==> src/inc/rung_eval_pkg.sv <==
// package for the ladder boolean contact evaluator
// assumes one 200 MHz clock and a sequencer that issues one instruction per accepted request
// Function
// - or rung with true word bit
// - or rung with inverted word bit
// - and rung with true contact
// - and rung with inverted contact
// - and rung with true word bit
// - and rung with inverted word bit
// - and two latest branches; stack top with rung
// - or two latest branches together
// - coil write stores rung value
// - last coil write wins
// - word bit write keeps other bits
// - last word bit write wins
// - accumulating coil ors rung into coil
// - invert replaces rung by complement
// - eight level stack, overflow raises error
// - push shifts stack down, combines merge top
package rung_eval_pkg;
   localparam int STACK_DEPTH = 8;
   localparam int WORD_W = 16;
   localparam int BIT_IDX_W = 5;
   localparam int ADDR_W = 16;
   localparam logic [BIT_IDX_W-1:0] BIT_IDX_MAX = 5'h0f;
   localparam logic [3:0] DEPTH_MAX = 4'h8;
   // opcodes, width 5
   localparam logic [4:0] OP_NOP = 5'h00;
   localparam logic [4:0] OP_BRANCH_BEGIN_PUSH = 5'h01;
   localparam logic [4:0] OP_BRANCH_BEGIN_PUSH_INV = 5'h02;
   localparam logic [4:0] OP_PARALLEL_CONTACT = 5'h03;
   localparam logic [4:0] OP_PARALLEL_INVERTED_CONTACT = 5'h04;
   localparam logic [4:0] OP_OR_WORD_BIT_CONTACT = 5'h05;
   localparam logic [4:0] OP_OR_INVERTED_WORD_BIT_CONTACT = 5'h06;
   localparam logic [4:0] OP_SERIES_CONTACT = 5'h07;
   localparam logic [4:0] OP_SERIES_INVERTED_CONTACT = 5'h08;
   localparam logic [4:0] OP_SERIES_WORD_BIT_CONTACT = 5'h09;
   localparam logic [4:0] OP_SERIES_INVERTED_WORD_BIT_CONTACT = 5'h0a;
   localparam logic [4:0] OP_COMBINE_BRANCHES_SERIES = 5'h0b;
   localparam logic [4:0] OP_COMBINE_BRANCHES_PARALLEL = 5'h0c;
   localparam logic [4:0] OP_COIL_WRITE = 5'h0d;
   localparam logic [4:0] OP_WORD_BIT_COIL_WRITE = 5'h0e;
   localparam logic [4:0] OP_ACCUMULATING_COIL_WRITE = 5'h0f;
   localparam logic [4:0] OP_INVERT_RUNG = 5'h10;
   localparam logic [4:0] OP_RUNG_BEGIN = 5'h11;
   localparam logic [4:0] OP_RUNG_BEGIN_INV = 5'h12;
   typedef enum logic [2:0] {
      ST_IDLE = 3'b001,
      ST_FETCH = 3'b010,
      ST_EXEC = 3'b100
   } state_type;
endpackage

==> src/bit_stack.sv <==
// eight level boolean stack with shift push and top-with-rung merge
// assumes the caller never pushes and merges in the same cycle
`timescale 1ns/1ps
`default_nettype none
module bit_stack (
   input wire logic i_sys_clk,
   input wire logic i_rstn,
   input wire logic i_clear,
   input wire logic i_push,
   input wire logic i_push_bit,
   input wire logic i_merge,
   input wire logic i_merge_is_and,
   input wire logic i_merge_rung,
   output logic o_top,
   output logic o_merged,
   output logic [3:0] o_depth
);
   logic [rung_eval_pkg::STACK_DEPTH-1:0] levels_ff, nxt_levels;
   logic [3:0] depth_ff, nxt_depth;
   logic merged;
   // ********************
   // stack update
   // ********************
   always_comb begin
      nxt_levels = levels_ff;
      nxt_depth = depth_ff;
      merged = i_merge_is_and ? (levels_ff[0] & i_merge_rung) : (levels_ff[0] | i_merge_rung);
      if (i_clear) begin
         nxt_levels = '0;
         nxt_depth = 4'h0;
      end else if (i_push) begin
         nxt_levels = {levels_ff[rung_eval_pkg::STACK_DEPTH-2:0], i_push_bit};
         nxt_depth = depth_ff + 4'h1;
      end else if (i_merge) begin
         // top level is popped; the merged value goes back to the rung
         nxt_levels = {1'b0, levels_ff[rung_eval_pkg::STACK_DEPTH-1:1]};
         nxt_depth = depth_ff - 4'h1;
      end
   end
   always_ff @(posedge i_sys_clk or negedge i_rstn) begin
      if (!i_rstn) begin
         levels_ff <= '0;
         depth_ff <= 4'h0;
      end else begin
         levels_ff <= nxt_levels;
         depth_ff <= nxt_depth;
      end
   end
   assign o_top = levels_ff[0];
   assign o_merged = merged;
   assign o_depth = depth_ff;
endmodule
`default_nettype wire

==> src/rung_eval.sv <==
// ladder rung boolean evaluator: contacts, branches, coils, invert
// assumes image and word memory answer a read one cycle after the read strobe
`timescale 1ns/1ps
`default_nettype none
module rung_eval (
   input wire logic i_sys_clk,
   input wire logic i_rstn,
   input wire logic i_op_valid,
   output logic o_op_ready,
   input wire logic [4:0] i_op_code,
   input wire logic [rung_eval_pkg::ADDR_W-1:0] i_op_addr,
   input wire logic [rung_eval_pkg::BIT_IDX_W-1:0] i_op_bit,
   output logic o_rd_en,
   output logic [rung_eval_pkg::ADDR_W-1:0] o_rd_addr,
   input wire logic [rung_eval_pkg::WORD_W-1:0] i_rd_data,
   output logic o_wr_en,
   output logic [rung_eval_pkg::ADDR_W-1:0] o_wr_addr,
   output logic [rung_eval_pkg::WORD_W-1:0] o_wr_data,
   output logic o_rung,
   output logic o_done,
   output logic o_stack_err,
   output logic o_operand_err,
   output logic [3:0] o_depth
);
   rung_eval_pkg::state_type state_ff, nxt_state;
   logic [4:0] op_ff, nxt_op;
   logic [rung_eval_pkg::ADDR_W-1:0] addr_ff, nxt_addr;
   logic [3:0] bit_ff, nxt_bit;
   logic rung_ff, nxt_rung;
   logic rd_en_ff, nxt_rd_en;
   logic wr_en_ff, nxt_wr_en;
   logic [rung_eval_pkg::ADDR_W-1:0] wr_addr_ff, nxt_wr_addr;
   logic [rung_eval_pkg::WORD_W-1:0] wr_data_ff, nxt_wr_data;
   logic done_ff, nxt_done;
   logic stack_err_ff, nxt_stack_err;
   logic operand_err_ff, nxt_operand_err;
   logic accept, needs_read, uses_bit, bad_bit;
   logic st_clear, st_push, st_push_bit, st_merge, st_merge_and;
   logic st_top, st_merged;
   logic [3:0] depth;
   logic contact, word_bit;
   // ********************
   // decode
   // ********************
   assign accept = i_op_valid && (state_ff == rung_eval_pkg::ST_IDLE);
   // only word-bit operations carry an index, so only they can fail on it
   assign uses_bit = (i_op_code == rung_eval_pkg::OP_OR_WORD_BIT_CONTACT) ||
                     (i_op_code == rung_eval_pkg::OP_OR_INVERTED_WORD_BIT_CONTACT) ||
                     (i_op_code == rung_eval_pkg::OP_SERIES_WORD_BIT_CONTACT) ||
                     (i_op_code == rung_eval_pkg::OP_SERIES_INVERTED_WORD_BIT_CONTACT) ||
                     (i_op_code == rung_eval_pkg::OP_WORD_BIT_COIL_WRITE);
   assign bad_bit = uses_bit && (i_op_bit > rung_eval_pkg::BIT_IDX_MAX);
   // merges, invert, nop and plain coil write skip the read; everything else reads first
   assign needs_read = !((i_op_code == rung_eval_pkg::OP_COMBINE_BRANCHES_SERIES) ||
                         (i_op_code == rung_eval_pkg::OP_COMBINE_BRANCHES_PARALLEL) ||
                         (i_op_code == rung_eval_pkg::OP_INVERT_RUNG) ||
                         (i_op_code == rung_eval_pkg::OP_COIL_WRITE) ||
                         (i_op_code == rung_eval_pkg::OP_NOP));
   assign word_bit = i_rd_data[bit_ff];
   assign contact = i_rd_data[0];
   // ********************
   // sequencer
   // ********************
   always_comb begin
      nxt_state = state_ff;
      nxt_op = op_ff;
      nxt_addr = addr_ff;
      nxt_bit = bit_ff;
      nxt_rung = rung_ff;
      nxt_rd_en = 1'b0;
      nxt_wr_en = 1'b0;
      nxt_wr_addr = wr_addr_ff;
      nxt_wr_data = wr_data_ff;
      nxt_done = 1'b0;
      nxt_stack_err = stack_err_ff;
      nxt_operand_err = operand_err_ff;
      st_clear = 1'b0;
      st_push = 1'b0;
      st_push_bit = 1'b0;
      st_merge = 1'b0;
      st_merge_and = 1'b0;
      case (state_ff)
         rung_eval_pkg::ST_IDLE: begin
            if (accept) begin
               nxt_op = i_op_code;
               nxt_addr = i_op_addr;
               nxt_bit = i_op_bit[3:0];
               if (i_op_code == rung_eval_pkg::OP_RUNG_BEGIN || i_op_code == rung_eval_pkg::OP_RUNG_BEGIN_INV) begin
                  st_clear = 1'b1;
                  nxt_rung = 1'b0;
                  nxt_stack_err = 1'b0;
                  nxt_operand_err = 1'b0;
               end
               if (bad_bit) begin
                  nxt_operand_err = 1'b1;
                  nxt_done = 1'b1;
               end else if (needs_read) begin
                  nxt_rd_en = 1'b1;
                  nxt_state = rung_eval_pkg::ST_FETCH;
               end else begin
                  nxt_state = rung_eval_pkg::ST_EXEC;
               end
            end
         end
         rung_eval_pkg::ST_FETCH: begin
            nxt_state = rung_eval_pkg::ST_EXEC;
         end
         rung_eval_pkg::ST_EXEC: begin
            nxt_state = rung_eval_pkg::ST_IDLE;
            nxt_done = 1'b1;
            case (op_ff)
               rung_eval_pkg::OP_RUNG_BEGIN: nxt_rung = contact;
               rung_eval_pkg::OP_RUNG_BEGIN_INV: nxt_rung = !contact;
               rung_eval_pkg::OP_BRANCH_BEGIN_PUSH, rung_eval_pkg::OP_BRANCH_BEGIN_PUSH_INV: begin
                  // current rung value sinks into the stack, new branch starts
                  if (depth == rung_eval_pkg::DEPTH_MAX) begin
                     nxt_stack_err = 1'b1;
                  end else begin
                     st_push = 1'b1;
                     st_push_bit = rung_ff;
                  end
                  nxt_rung = (op_ff == rung_eval_pkg::OP_BRANCH_BEGIN_PUSH) ? contact : !contact;
               end
               rung_eval_pkg::OP_PARALLEL_CONTACT: nxt_rung = rung_ff | contact;
               rung_eval_pkg::OP_PARALLEL_INVERTED_CONTACT: nxt_rung = rung_ff | !contact;
               rung_eval_pkg::OP_OR_WORD_BIT_CONTACT: nxt_rung = rung_ff | word_bit;
               rung_eval_pkg::OP_OR_INVERTED_WORD_BIT_CONTACT: nxt_rung = rung_ff | !word_bit;
               rung_eval_pkg::OP_SERIES_CONTACT: nxt_rung = rung_ff & contact;
               rung_eval_pkg::OP_SERIES_INVERTED_CONTACT: nxt_rung = rung_ff & !contact;
               rung_eval_pkg::OP_SERIES_WORD_BIT_CONTACT: nxt_rung = rung_ff & word_bit;
               rung_eval_pkg::OP_SERIES_INVERTED_WORD_BIT_CONTACT: nxt_rung = rung_ff & !word_bit;
               rung_eval_pkg::OP_COMBINE_BRANCHES_SERIES, rung_eval_pkg::OP_COMBINE_BRANCHES_PARALLEL: begin
                  if (depth == 4'h0) begin
                     nxt_stack_err = 1'b1;
                  end else begin
                     st_merge = 1'b1;
                     st_merge_and = (op_ff == rung_eval_pkg::OP_COMBINE_BRANCHES_SERIES);
                     nxt_rung = st_merged;
                  end
               end
               rung_eval_pkg::OP_COIL_WRITE: begin
                  // every write goes out in program order, so the last one wins
                  nxt_wr_en = 1'b1;
                  nxt_wr_addr = addr_ff;
                  nxt_wr_data = {{(rung_eval_pkg::WORD_W-1){1'b0}}, rung_ff};
               end
               rung_eval_pkg::OP_WORD_BIT_COIL_WRITE: begin
                  nxt_wr_en = 1'b1;
                  nxt_wr_addr = addr_ff;
                  nxt_wr_data = i_rd_data;
                  nxt_wr_data[bit_ff] = rung_ff;
               end
               rung_eval_pkg::OP_ACCUMULATING_COIL_WRITE: begin
                  nxt_wr_en = 1'b1;
                  nxt_wr_addr = addr_ff;
                  nxt_wr_data = {{(rung_eval_pkg::WORD_W-1){1'b0}}, rung_ff | contact};
               end
               rung_eval_pkg::OP_INVERT_RUNG: nxt_rung = !rung_ff;
               default: nxt_rung = rung_ff;
            endcase
         end
         default: nxt_state = rung_eval_pkg::ST_IDLE;
      endcase
   end
   always_ff @(posedge i_sys_clk or negedge i_rstn) begin
      if (!i_rstn) begin
         state_ff <= rung_eval_pkg::ST_IDLE;
         op_ff <= rung_eval_pkg::OP_NOP;
         addr_ff <= '0;
         bit_ff <= 4'h0;
         rung_ff <= 1'b0;
         rd_en_ff <= 1'b0;
         wr_en_ff <= 1'b0;
         wr_addr_ff <= '0;
         wr_data_ff <= '0;
         done_ff <= 1'b0;
         stack_err_ff <= 1'b0;
         operand_err_ff <= 1'b0;
      end else begin
         state_ff <= nxt_state;
         op_ff <= nxt_op;
         addr_ff <= nxt_addr;
         bit_ff <= nxt_bit;
         rung_ff <= nxt_rung;
         rd_en_ff <= nxt_rd_en;
         wr_en_ff <= nxt_wr_en;
         wr_addr_ff <= nxt_wr_addr;
         wr_data_ff <= nxt_wr_data;
         done_ff <= nxt_done;
         stack_err_ff <= nxt_stack_err;
         operand_err_ff <= nxt_operand_err;
      end
   end
   bit_stack stack_u (
      .i_sys_clk(i_sys_clk),
      .i_rstn(i_rstn),
      .i_clear(st_clear),
      .i_push(st_push),
      .i_push_bit(st_push_bit),
      .i_merge(st_merge),
      .i_merge_is_and(st_merge_and),
      .i_merge_rung(rung_ff),
      .o_top(st_top),
      .o_merged(st_merged),
      .o_depth(depth)
   );
   assign o_op_ready = (state_ff == rung_eval_pkg::ST_IDLE);
   assign o_rd_en = rd_en_ff;
   assign o_rd_addr = addr_ff;
   assign o_wr_en = wr_en_ff;
   assign o_wr_addr = wr_addr_ff;
   assign o_wr_data = wr_data_ff;
   assign o_rung = rung_ff;
   assign o_done = done_ff;
   assign o_stack_err = stack_err_ff;
   assign o_operand_err = operand_err_ff;
   assign o_depth = depth;
   // ********************
   // checks
   // ********************
   series_word_bit_a: assert property (@(posedge i_sys_clk) disable iff (!i_rstn)
      (state_ff == rung_eval_pkg::ST_EXEC && op_ff == rung_eval_pkg::OP_SERIES_WORD_BIT_CONTACT)
      |=> rung_ff == ($past(rung_ff) & $past(word_bit)))
      else $error("series word bit result wrong");
   or_word_bit_a: assert property (@(posedge i_sys_clk) disable iff (!i_rstn)
      (state_ff == rung_eval_pkg::ST_EXEC && op_ff == rung_eval_pkg::OP_OR_WORD_BIT_CONTACT)
      |=> rung_ff == ($past(rung_ff) | $past(word_bit)))
      else $error("or word bit result wrong");
   or_inv_bit_a: assert property (@(posedge i_sys_clk) disable iff (!i_rstn)
      (state_ff == rung_eval_pkg::ST_EXEC && op_ff == rung_eval_pkg::OP_OR_INVERTED_WORD_BIT_CONTACT)
      |=> rung_ff == ($past(rung_ff) | !$past(word_bit)))
      else $error("or inverted word bit wrong");
   series_inv_a: assert property (@(posedge i_sys_clk) disable iff (!i_rstn)
      (state_ff == rung_eval_pkg::ST_EXEC && op_ff == rung_eval_pkg::OP_SERIES_INVERTED_CONTACT)
      |=> rung_ff == ($past(rung_ff) & !$past(contact)))
      else $error("series inverted contact wrong");
   invert_rung_a: assert property (@(posedge i_sys_clk) disable iff (!i_rstn)
      (state_ff == rung_eval_pkg::ST_EXEC && op_ff == rung_eval_pkg::OP_INVERT_RUNG) |=> rung_ff != $past(rung_ff))
      else $error("invert did not complement rung");
   coil_write_a: assert property (@(posedge i_sys_clk) disable iff (!i_rstn)
      (state_ff == rung_eval_pkg::ST_EXEC && op_ff == rung_eval_pkg::OP_COIL_WRITE)
      |=> o_wr_en && o_wr_data[0] == $past(rung_ff) ##1 !o_wr_en)
      else $error("coil write missing or wrong");
   bit_write_keep_a: assert property (@(posedge i_sys_clk) disable iff (!i_rstn)
      (state_ff == rung_eval_pkg::ST_EXEC && op_ff == rung_eval_pkg::OP_WORD_BIT_COIL_WRITE)
      |=> o_wr_en && ((o_wr_data ^ $past(i_rd_data)) & ~(16'h0001 << $past(bit_ff))) == 16'h0000)
      else $error("word bit write disturbed other bits");
   push_top_a: assert property (@(posedge i_sys_clk) disable iff (!i_rstn)
      (state_ff == rung_eval_pkg::ST_EXEC && st_push) |=> st_top == $past(rung_ff) && depth == $past(depth) + 4'h1)
      else $error("push did not land on stack top");
   stack_bound_a: assert property (@(posedge i_sys_clk) disable iff (!i_rstn)
      depth <= rung_eval_pkg::DEPTH_MAX)
      else $error("stack depth above eight");
   bad_index_a: assert property (@(posedge i_sys_clk) disable iff (!i_rstn)
      (accept && bad_bit) |=> o_operand_err && o_done && !o_rd_en)
      else $error("bad bit index not rejected");
   new_rung_a: assert property (@(posedge i_sys_clk) disable iff (!i_rstn)
      (accept && i_op_code == rung_eval_pkg::OP_RUNG_BEGIN) |=> depth == 4'h0 ##1 depth == 4'h0)
      else $error("new rung did not clear stack");
endmodule
`default_nettype wire

==> config.mk <==
export PLATFORM = sky130hd
export DESIGN_NAME = rung_eval
export DESIGN_NICKNAME = d
export VERILOG_FILES = /design/src/inc/rung_eval_pkg.sv /design/src/bit_stack.sv /design/src/rung_eval.sv
export SDC_FILE = /design/constraint.sdc
export NUM_CORES = 1
export LEC_CHECK = 0
export ABC_AREA = 1
export BUFFER_PORTS_ARGS = -buffer_cell sky130_fd_sc_hd__buf_2
export CAP_MARGIN = 0
export CORE_MARGIN = 5
export CORE_UTILIZATION = 30
export CTS_BUF_LIST = sky130_fd_sc_hd__clkbuf_16
export CTS_CLUSTER_DIAMETER = 200
export CTS_CLUSTER_SIZE = 30
export DETAILED_ROUTE_END_ITERATION = 16
export GPL_TIMING_DRIVEN = 0
export PLACE_DENSITY_LB_ADDON = 0.3
export REMOVE_ABC_BUFFERS = 1
export SETUP_SLACK_MARGIN = 0.5
export SYNTH_ARGS = -nofsm -noshare
export SYNTH_HDL_FRONTEND = slang
export SYNTH_SLANG_ARGS = --single-unit
==> constraint.sdc <==
create_clock -name i_sys_clk -period 2.6 [get_ports i_sys_clk]
set_clock_uncertainty 0.15 [all_clocks]
set_input_delay 0.39 -clock i_sys_clk [delete_from_list [all_inputs] [get_ports i_sys_clk]]
set_output_delay 0.39 -clock i_sys_clk [all_outputs]
set_load 0.005 [all_outputs]
==> run_results.csv, run 1 <==
group,metric,value,unit
timing,period_minus_slack,2.16,ns
die,initial_core_util,30.7,%
drt,totalWireLength,11000,um
placed_design,place_area,4730,um2
setup_path,path_max_fanout,5,
placed_design,dp_slack,-0.310,ns
pwr,powerDensity,1080,nW/um2
flow_run,drv_cap,0,
synth,synthesis.area,4060,um2
setup_path,critPathMaxStageDelay,0.45,ns
die,die_h,126,um
timing,slew_violations,0,
timing,setup_viol,0,
global_routing,grt-ovfl-total,0,
cts,cts.clk_slew.worst_paths,0.06,ns
cts,tritoncts,"done",
setup_path,critPathBufInv,1,
placed_design,gp_congestion,0.892,
cts,clkLatencyLatePin,0.34,ns
timing,layout_setup_ws,0.445,ns
drt,wire_per_inst,13.2,um
global_routing,grt_pass1_vias,3688,
die,dieArea,16000,um2
finish,seq_area,1960,um2
finish,layout-drive-gt1-share,27.7,%
drt,drc_errors,0,
synth,synth_seq_cells,78,
placed_design,dp_hpwl,7540,um
drt,avgViaCountPerCell,4.62,
synth,synth_seq_area_share,48.1,%
die,die_w,126,um
finish,nets,697,
finish,fin_cells,830,
placed_design,io_buffers,103,
finish,design_area,5280,um2
setup_path,crit_slowest_cell,"dfrtp_2",
synth,yosysWarnings,0,
timing,fmax,464,MHz
timing,hold_viol,0,
synth,ys_types,35,
drt,via_count,3836,
drt,first_iter_violations,216,
global_routing,antenna_found_initial,0,
setup_path,crit_type,"reg -> reg",
setup_path,critPathMostFrequentCell,"nand2_2",
pwr,total_power,5.71,mW
global_routing,grt_max_degree,65,
cts,cts_buffers,9,
die,pin_count,104,
cts,clock_path_buffers,2,
finish,area_growth_syn_to_layout,30.0,%
setup_path,crit_path_start_kind,"flip-flop",
setup_path,cp_cell_sequence,"inv_2 -> nand2_4 -> nor2_4 -> nand2_2 -> nand2_2 -> nand3_4 -> ha_4 -> nand3_2 -> nand2_1 -> xor2_1 -> xnor2_1 -> o21ai_1",
setup_path,arrival,2.23,ns
setup_path,required,2.67,ns
pwr,power.leakage,2.64,nW
synth,syn_inst,537,
finish,fillers,1402,
global_routing,grt_pass1_wl,17900,um
cts,cts-htree-levels,3,
cts,cts-root-buf,"clkbuf_16",
die,rows,42,
finish,n_antenna_cell,0,
placed_design,dp_cells,799,
drt,ant_nets,0,
timing,rsz0062_at_grt,"true",
hold_path,worst_hold_path_type,"in -> reg",
timing,worstMarginPinSlew,0.640,ns
die,core_area,13200,um2
finish,fin_util,39.9,%
setup_path,endpoint_kind,"flip-flop",
timing,max_slew_margin,57.3,%
setup_path,critPathTopFamily,"simple AND/OR/NAND/NOR gates",
pwr,peakVddDrop,540,uV
cts,clkSinkCount,78,
drt,firstDrtPassIters,4,
global_routing,track_usage,13.9,%
finish,multi_input_area,1910,um2
timing,post-route-period-util,82.9,%
synth,syn_avg_cell_area,7.57,um2
run_status,outcome,"completed",
-- cells in the final DEF, fill, tap and decap left out, types with 4 or more instances in the layout --
cell        synthesis  routed
nand2_1           209     206
buf_2               9     102
dfrtp_1            77      71
o21ai_0            46      45
inv_1              43      41
nand3_1            31      29
nor2_1             31      28
o21ai_1            19      20
buf_4               4      14
clkbuf_16           0       9
nand2_2             6       6
nand4_1             6       6
dfrtp_2             0       6
inv_2               6       5
nor2_4              2       5
a21oi_1             6       5
nor3_1              5       5
clkinvlp_4          0       4
o22ai_1             4       4
-- through the flow --
stage | TNS [ns] | hold WS [ns]
floorplan | 0 | -0.0556
global placement | -0.368 | 0.306
detailed placement | -1.58 | 0.119
CTS | 0 | 0.0671
global route | 0 | 0.0816
finish | 0 | 0.0877
-- final timing paths --
path / start / cells after the start / slack [ns] / to
max: op_ff[2]$_DFFE_PN0P_ / 12 / 0.44 / stack_u.o_depth[3]$_DFFE_PN0P_
min: i_op_addr[0] / 3 / 0.09 / o_rd_addr[0]$_DFFE_PN0P_
max reg2reg: op_ff[2]$_DFFE_PN0P_ / 12 / 0.44 / stack_u.o_depth[3]$_DFFE_PN0P_
min reg2reg: o_wr_addr[0]$_DFFE_PN0P_ / 2 / 0.32 / o_wr_addr[0]$_DFFE_PN0P_
max in group asynchronous: i_rstn / 3 / 1.36 / state_ff[0]$_DFFE_PN1P_
min in group asynchronous: i_rstn / 2 / 0.31 / o_rd_addr[3]$_DFFE_PN0P_
-- sequential cells by signal (all words and copies together), names as in the netlist --
name / flops
o_wr_en: 1
op_ff: 5
stack_u.levels_ff: 8
bit_ff: 4
o_wr_data: 16
o_done: 1
o_stack_err: 1
state_ff: 3
o_operand_err: 1
o_rung: 1
o_rd_addr: 16
o_rd_en: 1
stack_u.o_depth: 4
o_wr_addr: 16
-- tightest hold or removal path, cell delays in order --
cell and delay, ns:
buf_2 0.07, nand2_1 0.04, nand2_1 0.04
-- where the power goes --
part	internal [mW]	switching (mW)	leakage, nW
combinational	0.924	1.34	1.56
sequential	1.69	0.388	0.930
clock	0.843	0.517	0.157
-- kinds of logic after synthesis --
kind of cell,synth area share [%]
adder cells (fa/ha/maj),1.11
AND/OR/NAND/NOR,31.4
AO/OA/AOI/OAI,11.4
flip-flops,48.1
XOR/XNOR,0.862
buffers and inverters,7.21
-- per-layer routing --
layer / track usage, % / wire length (um)
met5: 0 / 0
met4: 5.43 / 164
met2: 21.6 / 5110
met3: 3.83 / 564
met1: 18.3 / 5150
-- cells in the mapped netlist, drive strengths merged --
library cell / instances / area [um2]
fa: 1 / 20.0
a31oi: 2 / 12.5
clkbuf: 4 / 15.0
nand3b: 1 / 7.51
xnor2: 2 / 17.5
o22ai: 7 / 62.6
o21ai: 65 / 325
nor2: 36 / 158
buf: 14 / 86.3
o211ai: 1 / 7.51
o21a: 1 / 7.51
a21oi: 6 / 30.0
dfstp: 1 / 26.3
nand2: 215 / 822
dfrtp: 77 / 1930
xor2: 2 / 17.5
nor3: 7 / 57.6
clkinv: 2 / 7.51
nand3: 34 / 193
inv: 49 / 184
o32ai: 1 / 8.76
nand4: 6 / 37.5
o31ai: 1 / 7.51
ha: 2 / 25.0
-- area by class of cell --
type,instances,area share [%]
flip-flops and latches,78,37.1
well taps,176,4.17
clock inverters,7,1.85
inverters,51,4.03
clock buffers,9,4.26
repair buffers,118,12.4
repair inverters,1,0.0947
multi-input cells,390,36.1
-- timing repair --
action | in CTS | in global routing
gates cloned | 1 | 0
gates resized for setup | 10 | 24
hold buffers | 1 | 0
setup buffers | 4 | 9
hold endpoints to repair | 14 | 0
endpoints found under the setup margin | 55 | 39
pin swaps | 1 | 9
Note: power is estimated with default switching activity, not from simulation.
==> run 2: changes to the inputs <==
- clock period: 2.6 -> 2.1 ns (I/O delays scaled with it)
==> run 2 against run 1 <==
Against the previous run: design area is 17% higher; worst hold slack worse by 0.068 ns; die area unchanged; largest cell class is now multi-input gates; utilization rose by 6.9 points; power up 43%.
==> run_results.csv, run 2 (synthesized netlist as in run 1, its figures left out) <==
group,metric,value,unit
run_status,outcome,"completed",
timing,max_slew_margin,44.4,%
global_routing,antenna_found_initial,0,
die,die_h,126,um
setup_path,rrSetupSlack,0.03,ns
pwr,power.leakage,3.05,nW
timing,slew_violations,0,
drt,totalWireLength,13200,um
timing,layout_setup_ws,0.0329,ns
die,initial_core_util,30.7,%
die,die_w,126,um
global_routing,grt-ovfl-total,0,
drt,first_iter_violations,294,
placed_design,io_buffers,103,
cts,clock_path_buffers,2,
hold_path,worst_hold_path_type,"in -> reg",
placed_design,dp_cells,799,
flow_run,drv_cap,0,
finish,n_antenna_cell,0,
timing,setup_viol,0,
finish,area_growth_syn_to_layout,52.4,%
drt,ant_nets,0,
finish,layout-drive-gt1-share,42.1,%
timing,hold_viol,0,
finish,mostFrequentLayoutCell,"nand2_1",
global_routing,grt_max_degree,65,
placed_design,dp_hpwl,7540,um
pwr,peakVddDrop,766,uV
cts,cts-root-buf,"clkbuf_16",
cts,clkSinkCount,78,
setup_path,crit_type,"reg -> reg",
drt,firstDrtPassIters,4,
global_routing,track_usage,16.4,%
cts,clkLatencyLatePin,0.34,ns
die,rows,42,
finish,layout_common_cells,"nand2_1, buf_2, dfrtp_1, nand2_2, inv_1",
timing,period_minus_slack,2.07,ns
cts,tritoncts,"done",
setup_path,crit_path_start_kind,"flip-flop",
setup_path,required,2.18,ns
drt,avgViaCountPerCell,4.70,
die,core_area,13200,um2
timing,fmax,484,MHz
pwr,powerDensity,1320,nW/um2
setup_path,endpoint_kind,"flip-flop",
die,pin_count,104,
setup_path,arrival,2.14,ns
timing,rsz0062_at_grt,"true",
cts,cts-htree-levels,3,
drt,drc_errors,0,
setup_path,path_max_fanout,4,
global_routing,grt_pass1_vias,4066,
placed_design,dp_slack,-0.810,ns
placed_design,gp_congestion,0.892,
drt,via_count,4128,
cts,cts_buffers,9,
drt,wire_per_inst,15.0,um
placed_design,place_area,4730,um2
global_routing,grt_pass1_wl,20700,um
timing,worstMarginPinSlew,0.831,ns
cts,cts.clk_slew.worst_paths,0.07,ns
finish,fin_cells,879,
finish,design_area,6190,um2
finish,nets,746,
timing,post-route-period-util,98.4,%
die,dieArea,16000,um2
finish,fin_util,46.8,%
-- run 2: worst max-delay path, cell delays in order, from the launching register on --
cell     delay (ns)
dfrtp_1        0.38
inv_2          0.10
nand2_4        0.08
nor2_4         0.13
nand2_2        0.06
nand2_2        0.09
nand3_4        0.12
ha_4           0.31
nand3_2        0.07
nand2_1        0.08
xor2_1         0.19
xnor2_1        0.14
o21ai_1        0.07
-- run 2: stage by stage --
| stage | hold slack [ns] | power [mW] | TNS (ns) |
|---|---|---|---|
| after floorplan | -0.131 | 4.16 | -0.628 |
| after global placement | 0.306 | 5.05 | -19.13 |
| after detailed placement | 0.0444 | 5.14 | -18.88 |
| after CTS | 0.00425 | 7.88 | 0 |
| after global routing | 0.0176 | 8.78 | -0.109 |
| final | 0.0196 | 8.16 | 0 |
-- run 2: where the power goes --
| part | switching, mW | internal (mW) |
|---|---|---|
| combinational | 2.20 | 1.71 |
| sequential | 0.458 | 2.10 |
| clock | 0.650 | 1.04 |
| total | 3.31 | 4.85 |
-- run 2: layer usage --
layer | part of all wire, % | wire, um | vias to the layer above | global-route usage [%]
met5 | 0 | 0 | - | 0
met4 | 1.9 | 252 | 0 | 5.30
met3 | 5.1 | 675 | 24 | 4.25
met2 | 48 | 6330 | 124 | 26.1
met1 | 45 | 5970 | 1938 | 21.8
li1 | - | - | 2042 | -
-- run 2: timing repair --
item | in CTS | in global routing
setup endpoints to repair | 74 | 76
setup buffers | 31 | 16
hold buffers | 2 | 0
gates resized for setup | 150 | 29
cloned | 13 | 2
pin swaps | 33 | 14
hold endpoints to repair | 15 | 0
-- run 2: path summary, 6_finish.rpt --
path                       cells after the start                        endpoint                startpoint
max                                           12  stack_u.o_depth[3]$_DFFE_PN0P_      op_ff[0]$_DFFE_PN0P_
min                                            3       o_rd_addr[15]$_DFFE_PN0P_             i_op_addr[15]
max reg2reg                                   12  stack_u.o_depth[3]$_DFFE_PN0P_      op_ff[0]$_DFFE_PN0P_
min reg2reg                                    2        o_wr_data[8]$_DFFE_PN0P_  o_wr_data[8]$_DFFE_PN0P_
max in group asynchronous                      3         state_ff[0]$_DFFE_PN1P_                    i_rstn
min in group asynchronous                      2       o_wr_addr[15]$_DFFE_PN0P_                    i_rstn
-- run 2: area by class of cell --
cell class,instances,area (um2)
Clock buffer,9,225
Inverter,51,268
Tap cell,176,220
Sequential cell,78,1960
Multi-Input combinational cell,390,2160
Clock inverter,7,97.6
Fill cell,1324,7050
Timing Repair Buffer,154,1040
Timing Repair inverter,14,220
